===== config.mk =====
export PLATFORM = sky130hd
export DESIGN_NAME = sled_top
export DESIGN_NICKNAME = d
export VERILOG_FILES = /design/src/sled_pkg.sv /design/src/sled_top.sv
export SDC_FILE = /design/constraint.sdc
export NUM_CORES = 1
export LEC_CHECK = 0
export BUFFER_PORTS_ARGS = -buffer_cell sky130_fd_sc_hd__buf_2
export CAP_MARGIN = 20
export CORE_ASPECT_RATIO = 0.9
export CORE_MARGIN = 2
export CORE_UTILIZATION = 62
export DETAILED_ROUTE_END_ITERATION = 8
export PLACE_DENSITY = 0.9
export REMOVE_ABC_BUFFERS = 1
export SLEW_MARGIN = 0
export SYNTH_ARGS = -nofsm -noshare
export SYNTH_HDL_FRONTEND = slang
export SYNTH_SLANG_ARGS = --single-unit

===== constraint.sdc =====
create_clock -name clk -period 4.8 [get_ports clk]
set_clock_uncertainty 0.2 [all_clocks]
set_input_delay 1.2 -clock clk [delete_from_list [all_inputs] [get_ports clk]]
set_output_delay 1.2 -clock clk [all_outputs]
set_load 0.01 [all_outputs]

===== src/sled_pkg.sv =====
package sled_pkg;
   // clock rate and timing
   localparam int unsigned CLK_HZ = 10_000_000;
   localparam int unsigned CLK_PERIOD_NS = 100;
   // least hardware reset pulse, in ns
   localparam int unsigned RESET_MIN_NS = 1000;
   localparam int unsigned RESET_MIN_CYC =
      (RESET_MIN_NS + CLK_PERIOD_NS - 1) / CLK_PERIOD_NS;
   // edges after release before the strap synchroniser holds the pin
   localparam logic [1:0] STRAP_SETTLE_CYC = 2'h2;
   // visible blink half period, in ms
   localparam int unsigned BLINK_HALF_MS = 50;
   localparam int unsigned BLINK_HALF_CYC = CLK_HZ / 1000 * BLINK_HALF_MS;
   localparam int unsigned BLINK_CNT_W = 20;
   // reset values of the direct control fields
   localparam logic [2:0] IND_DISABLE_RST = 3'h0;
   localparam logic DUPLEX_SEL_RST = 1'h0;
   localparam logic [1:0] MODE_STRAP_RST = 2'h1;
   // pin index order inside the three-bit pin vectors
   localparam int unsigned PIN_ACT = 0;
   localparam int unsigned PIN_SPEED = 1;
   localparam int unsigned PIN_LINK = 2;

   typedef enum logic [1:0] {
      SLED_MODE_1,
      SLED_MODE_2,
      SLED_MODE_3
   } sled_mode_e;

   // status from the transceiver core
   typedef struct packed {
      logic link_good;
      logic speed_100;
      logic full_duplex;
      logic tx_active;
      logic rx_active;
      logic collision;
   } sled_status_s;

   // direct indicator control
   typedef struct packed {
      logic mode3_en;
      logic duplex_sel;
      logic [2:0] ind_disable;
   } sled_ctrl_s;
endpackage


===== src/sled_top.sv =====
`timescale 1ns/100ps
// Notes on behaviour
// - Two modes come from the mode strap and a third only from configuration.
// - In mode 1 the link indicator is on while link is good, with no blinking.
// - In modes 2 and 3 the link indicator is on with link and blinks on activity.
// - The speed indicator is on at 100 Mb/s and off at 10 Mb/s in every mode.
// - In mode 1 the third indicator is on while transmit or receive is active.
// - In mode 2 the third indicator shows collision.
// - In mode 3 a setting picks duplex or collision, collision by default.
// - Each indicator pin can be an event pin once its indicator is disabled.
// - A reset low for 1 us restores defaults and re-latches the mode strap.
module sled_top import sled_pkg::*; #(
   parameter int unsigned BLINK_CYC = BLINK_HALF_CYC
) (
   input wire logic clk,
   input wire logic nrst,
   input wire logic mode_strap_pin,
   input sled_status_s status,
   input sled_ctrl_s ctrl,
   input wire logic [2:0] event_out,
   input wire logic [2:0] event_dir_out,
   input wire logic [2:0] pin_in,
   output logic [2:0] event_in,
   output logic [2:0] pin_out,
   output logic [2:0] pin_oe_n,
   output logic [1:0] mode_r
);
   // pin_out[2]=link_indicator_pin/event_io_seven,
   // [1]=speed_indicator_pin/event_io_six,
   // [0]=activity_indicator_pin/event_io_five

   ////////////////////////////////////////////////////////////////////////
   logic strap_s1_r, strap_s2_r;
   logic [2:0] pin_s1_r;
   logic strap_latch_r;
   logic [1:0] strap_wait_r;
   logic [BLINK_CNT_W-1:0] stretch_r;
   logic [BLINK_CNT_W-1:0] blink_cnt_r;
   logic blink_phase_r;
   logic act_now, act_seen;
   logic link_ind, speed_ind, third_ind;
   sled_mode_e mode;

   always_ff @(posedge clk or negedge nrst) begin
      if (!nrst) begin
         strap_s1_r <= 1'h0;
         strap_s2_r <= 1'h0;
         pin_s1_r <= 3'h0;
         event_in <= 3'h0;
      end else begin
         strap_s1_r <= mode_strap_pin;
         strap_s2_r <= strap_s1_r;
         pin_s1_r <= pin_in;
         event_in <= pin_s1_r;
      end
   end

   // strap taken only once the synchroniser holds the pin level;
   // its reset value would otherwise always read as mode 1
   always_ff @(posedge clk or negedge nrst) begin
      if (!nrst) begin
         strap_wait_r <= 2'h0;
         strap_latch_r <= 1'h0;
         mode_r <= MODE_STRAP_RST;
      end else if (!strap_latch_r) begin
         if (strap_wait_r == STRAP_SETTLE_CYC) begin
            strap_latch_r <= 1'h1;
            mode_r <= strap_s2_r ? 2'h1 : 2'h0;
         end else begin
            strap_wait_r <= strap_wait_r + 2'h1;
         end
      end
   end

   // mode 3 only reachable through control, overriding the strap
   always_comb begin
      if (ctrl.mode3_en) begin
         mode = SLED_MODE_3;
      end else if (mode_r == 2'h1) begin
         mode = SLED_MODE_2;
      end else begin
         mode = SLED_MODE_1;
      end
   end

   ////////////////////////////////////////////////////////////////////////
   assign act_now = status.tx_active | status.rx_active;
   assign act_seen = act_now | (stretch_r != '0);

   // one-shot stretch so a single short frame still blinks
   always_ff @(posedge clk or negedge nrst) begin
      if (!nrst) begin
         stretch_r <= '0;
      end else if (act_now) begin
         stretch_r <= BLINK_CNT_W'(2 * BLINK_CYC - 1);
      end else if (stretch_r != '0) begin
         stretch_r <= stretch_r - 1'h1;
      end
   end

   always_ff @(posedge clk or negedge nrst) begin
      if (!nrst) begin
         blink_cnt_r <= '0;
         blink_phase_r <= 1'h0;
      end else if (!act_seen) begin
         blink_cnt_r <= '0;
         blink_phase_r <= 1'h0;
      end else if (blink_cnt_r == BLINK_CNT_W'(BLINK_CYC - 1)) begin
         blink_cnt_r <= '0;
         blink_phase_r <= ~blink_phase_r;
      end else begin
         blink_cnt_r <= blink_cnt_r + 1'h1;
      end
   end

   always_comb begin
      speed_ind = status.speed_100;
      case (mode)
         SLED_MODE_1: begin
            link_ind = status.link_good;
            third_ind = act_seen;
         end
         SLED_MODE_2: begin
            link_ind = status.link_good & ~blink_phase_r;
            third_ind = status.collision;
         end
         default: begin
            link_ind = status.link_good & ~blink_phase_r;
            third_ind = ctrl.duplex_sel ? status.full_duplex
                                        : status.collision;
         end
      endcase
   end

   ////////////////////////////////////////////////////////////////////////
   // indicators active high; disabled indicator hands pin to event logic
   always_ff @(posedge clk or negedge nrst) begin
      if (!nrst) begin
         pin_out <= 3'h0;
         pin_oe_n <= 3'h0;
      end else begin
         for (int i = 0; i < 3; i++) begin
            if (ctrl.ind_disable[i]) begin
               pin_out[i] <= event_out[i];
               pin_oe_n[i] <= ~event_dir_out[i];
            end else begin
               pin_oe_n[i] <= 1'h0;
               case (i)
                  PIN_LINK: pin_out[i] <= link_ind;
                  PIN_SPEED: pin_out[i] <= speed_ind;
                  default: pin_out[i] <= third_ind;
               endcase
            end
         end
      end
   end
endmodule


==> summary.txt <==
Outcome
  • Status: completed

Power
  • Leakage power: 1.28 nW
  • Sequential Power Share: 0.494
  • Switch Pwr: 0.418 mW
  • Pwr Density: 425 nW/um2
  • P_int: between 0.9 and 1 mW
  • Comb pwr share: 0.151
  • Max VDD drop: 0.315 mV
  • Clock network fraction of design power: 0.355
  • Net Sw Frac: 0.312

Synth
  • Synth cell types: 40
  • Ys flop type: dfrtp_1
  • Most common cell in the netlist: dfrtp_1
  • Synth area leaders: dfrtp_1, xnor2_1, nor2_1
  • Yosys top cell by area: dfrtp_1
  • Yosys reg bits: 59
  • Post-synth top area share: 0.528
  • Post-Synthesis Cell Area: ~2700 um2
  • Async SR Flop Fraction: 1.00
  • Register area share after synthesis: 0.538
  • Number of synthesized flops with an enable pin: 0
  • Post-synth top cells: dfrtp_1, nor2_1, nand2_1, xnor2_1
  • Yosys warns: 0
  • Mapped Cells: 271
  • Mean Syn Cell Area: about 10 um2

Drt
  • Vias per inst: 5.56
  • Via Count: 2,056
  • DRT Wirelength: 5.30 mm
  • DRT antenna net count: 0
  • DR WL/cell: 14.3 um
  • Post-route DRC: 0
  • DRT iter0 DRCs: 130
  • Drt first pass iters: 4

STA
  • Slew HR: 0.462
  • Final Max Tran Viols: 0
  • Setup TNS: 0 ns
  • Tmin final: between 2 and 3 ns
  • Final Cycle Share: 0.592
  • RSZ-0062 raised after global routing: no
  • # setup viols final: 0
  • Least-Margin Pin Slew: 0.800 ns
  • Final hold slack: 0.155 ns
  • Final Hold Vio Count: 0
  • F_max: 0.352 GHz

Worst setup path
  • CP top delay family: simple AND/OR/NAND/NOR gates
  • Setup CP Type: reg -> reg
  • Crit. End Element: register
  • Crit-path cells: inv_1 > ha_1 > nor2b_1 > nand4_1 > or3_1 > nand2b_1 > nor2_1
  • CP peak stage delay: 0.56 ns
  • WP buf/inv: 1
  • CP Max Fanout: 20
  • FF-to-FF Start: stretch_r[0]
  • Arr. time, crit path: 2.83 ns
  • Setup crit start: stretch_r[0]
  • Worst setup SP type: register
  • Crit path max-delay cell type: nand2b_1
  • Critical Path RT: 4.79 ns

Clocking
  • Clock Sinks: 59
  • CTS tree: done
  • Post-CTS Resized: 0
  • CTS max path bufs: 2
  • Root Driver: clkbuf_8
  • Worst-path clk slew: 0.08 ns
  • Clk Latency, worst-skew pair: roughly 0.34 ns
  • Post-CTS Hold Buffers: 0
  • CTS Buf Count: 9
  • H-tree depth: 3
  • Post-CTS Setup Bufs: 0

Finish
  • Multi-input gate area: 1190 um2
  • Final std cells w/o fill: 370
  • Share of cells above drive strength 1: 0.197
  • Layout Nets: 332
  • Syn-to-layout area delta: 14.7%
  • # fillers: 277
  • N_diodes: 0
  • Register area: 1480 um2

Global route
  • Largest net degree at the start of global routing: 34
  • Tot GR Track Use: 0.250
  • First-pass GRT wire length: 9.04 mm
  • Initial antenna violation count: 0
  • Vias in the first global route: 1,982
  • GRT Residual Overflow: 0

Floorplan
  • FP Rows: 22
  • Boundary pin count: 34
  • Die footprint: 4980 um2
  • Core Region: 4160 um2
  • Die Y: 67.2 um
  • Die W: between 70 and 80 um
  • Initial Util: 0.661

Flow run
  • MaxCap Viol Count: 0

Hold path
  • Hold Path Class: reg -> reg
  • Hold Startpoint: pin_s1_r[0]

Place
  • Input/output buffers: 32
  • DP Cell Count: between 300 and 400
  • HPWL after DPL: 3.56 mm
  • Gpl congestion: 0.842
cells by family (layout without fill, tap and decap cells):
kind of cell               count (synthesis)  in the layout  share of synthesized area
adders and majority gates                  4              4                     0.0182
xor gates and xnor gates                  30             30                     0.0956
buffers and inverters                     19             58                     0.0300
other                                      1              1                    0.00136
AOI/OAI and AO/OA                         26             26                     0.0523
muxes                                      3              3                     0.0118
DFF                                       59             59                      0.538
and+or+nand+nor                          129            129                      0.253
per-layer routing:
| layer | part of all wire | global-route usage | routed length [um] | vias to the layer above |
|---|---|---|---|---|
| li1 | - | - | - | 993 |
| met1 | 0.44 | 0.335 | 2340 | 989 |
| met2 | 0.48 | 0.375 | 2530 | 63 |
| met3 | 0.061 | 0.0940 | 324 | 11 |
| met4 | 0.020 | 0.0955 | 107 | 0 |
| met5 | 0 | 0 | 0 | - |
registers in the layout, summed over array words and instances (netlist names):
name and flops:
strap_latch_r 1, pin_s1_r 3, strap_wait_r 2, strap_s2_r 1
mode_r 1, stretch_r 20, pin_out 3, event_in 3
blink_phase_r 1, strap_s1_r 1, blink_cnt_r 20, pin_oe_n 3
cell usage in the layout, fill, tap and decap left out, drive strengths merged, types with 2 or more instances in the layout:
cell / synthesis / final
a21oi: 9 / 9
buf: 3 / 33
and2: 4 / 4
or3: 4 / 4
and4: 2 / 2
mux2: 2 / 2
xnor2: 18 / 18
clkbuf: 7 / 10
nor3: 14 / 14
or2: 4 / 4
inv: 9 / 12
o31ai: 3 / 3
xor2: 12 / 12
nand2: 19 / 19
ha: 4 / 4
clkinvlp: 0 / 2
o21ai: 13 / 13
nor2: 36 / 36
dfrtp: 58 / 58
and3: 3 / 3
or4: 5 / 5
nor4: 7 / 7
nand4: 8 / 8
nor2b: 5 / 5
nand3: 14 / 14
worst paths after layout:
check                                 end  slack (ns)  cells after the start
max in group asynchronous       mode_r[0]        2.90                      2
hold reg to reg               event_in[0]        0.15                      0
hold / removal                event_in[0]        0.15                      0
min in group asynchronous  blink_cnt_r[4]        0.64                      1
setup / recovery           blink_cnt_r[4]        1.96                      7
setup reg to reg           blink_cnt_r[4]        1.96                      7
metrics by stage:
step / power (mW) / util / instance area [um2] / setup WS, ns
2_1_floorplan: 0.792 / - / 2700 / 2.04
3_3_place_gp: 0.848 / 0.708 / 2940 / 1.69
3_5_place_dp: 0.862 / 0.708 / 2940 / 1.62
4_1_cts: 1.34 / 0.758 / 3150 / 1.96
5_1_grt: 1.41 / 0.758 / 3150 / 1.76
6_report: 1.34 / 0.758 / 3150 / 1.96
power groups by stage:
stage / Clock, mW / Combinational (mW) / Sequential (mW)
after global placement: 0 / 0.186 / 0.662
after global routing: 0.507 / 0.225 / 0.673
after floorplan: 0 / 0.143 / 0.649
final: 0.476 / 0.202 / 0.661
after CTS: 0.482 / 0.203 / 0.659
after detailed placement: 0 / 0.197 / 0.665
final cells by class:
cell class | count | share of cell area
flip-flops and latches | 59 | 0.469
multi-input cells | 193 | 0.377
repair buffers | 33 | 0.0532
clock buffers | 10 | 0.0437
well taps | 60 | 0.0238
clock inverters | 6 | 0.0226
inverters | 9 | 0.0107
Note: power is estimated with default switching activity, not from simulation.
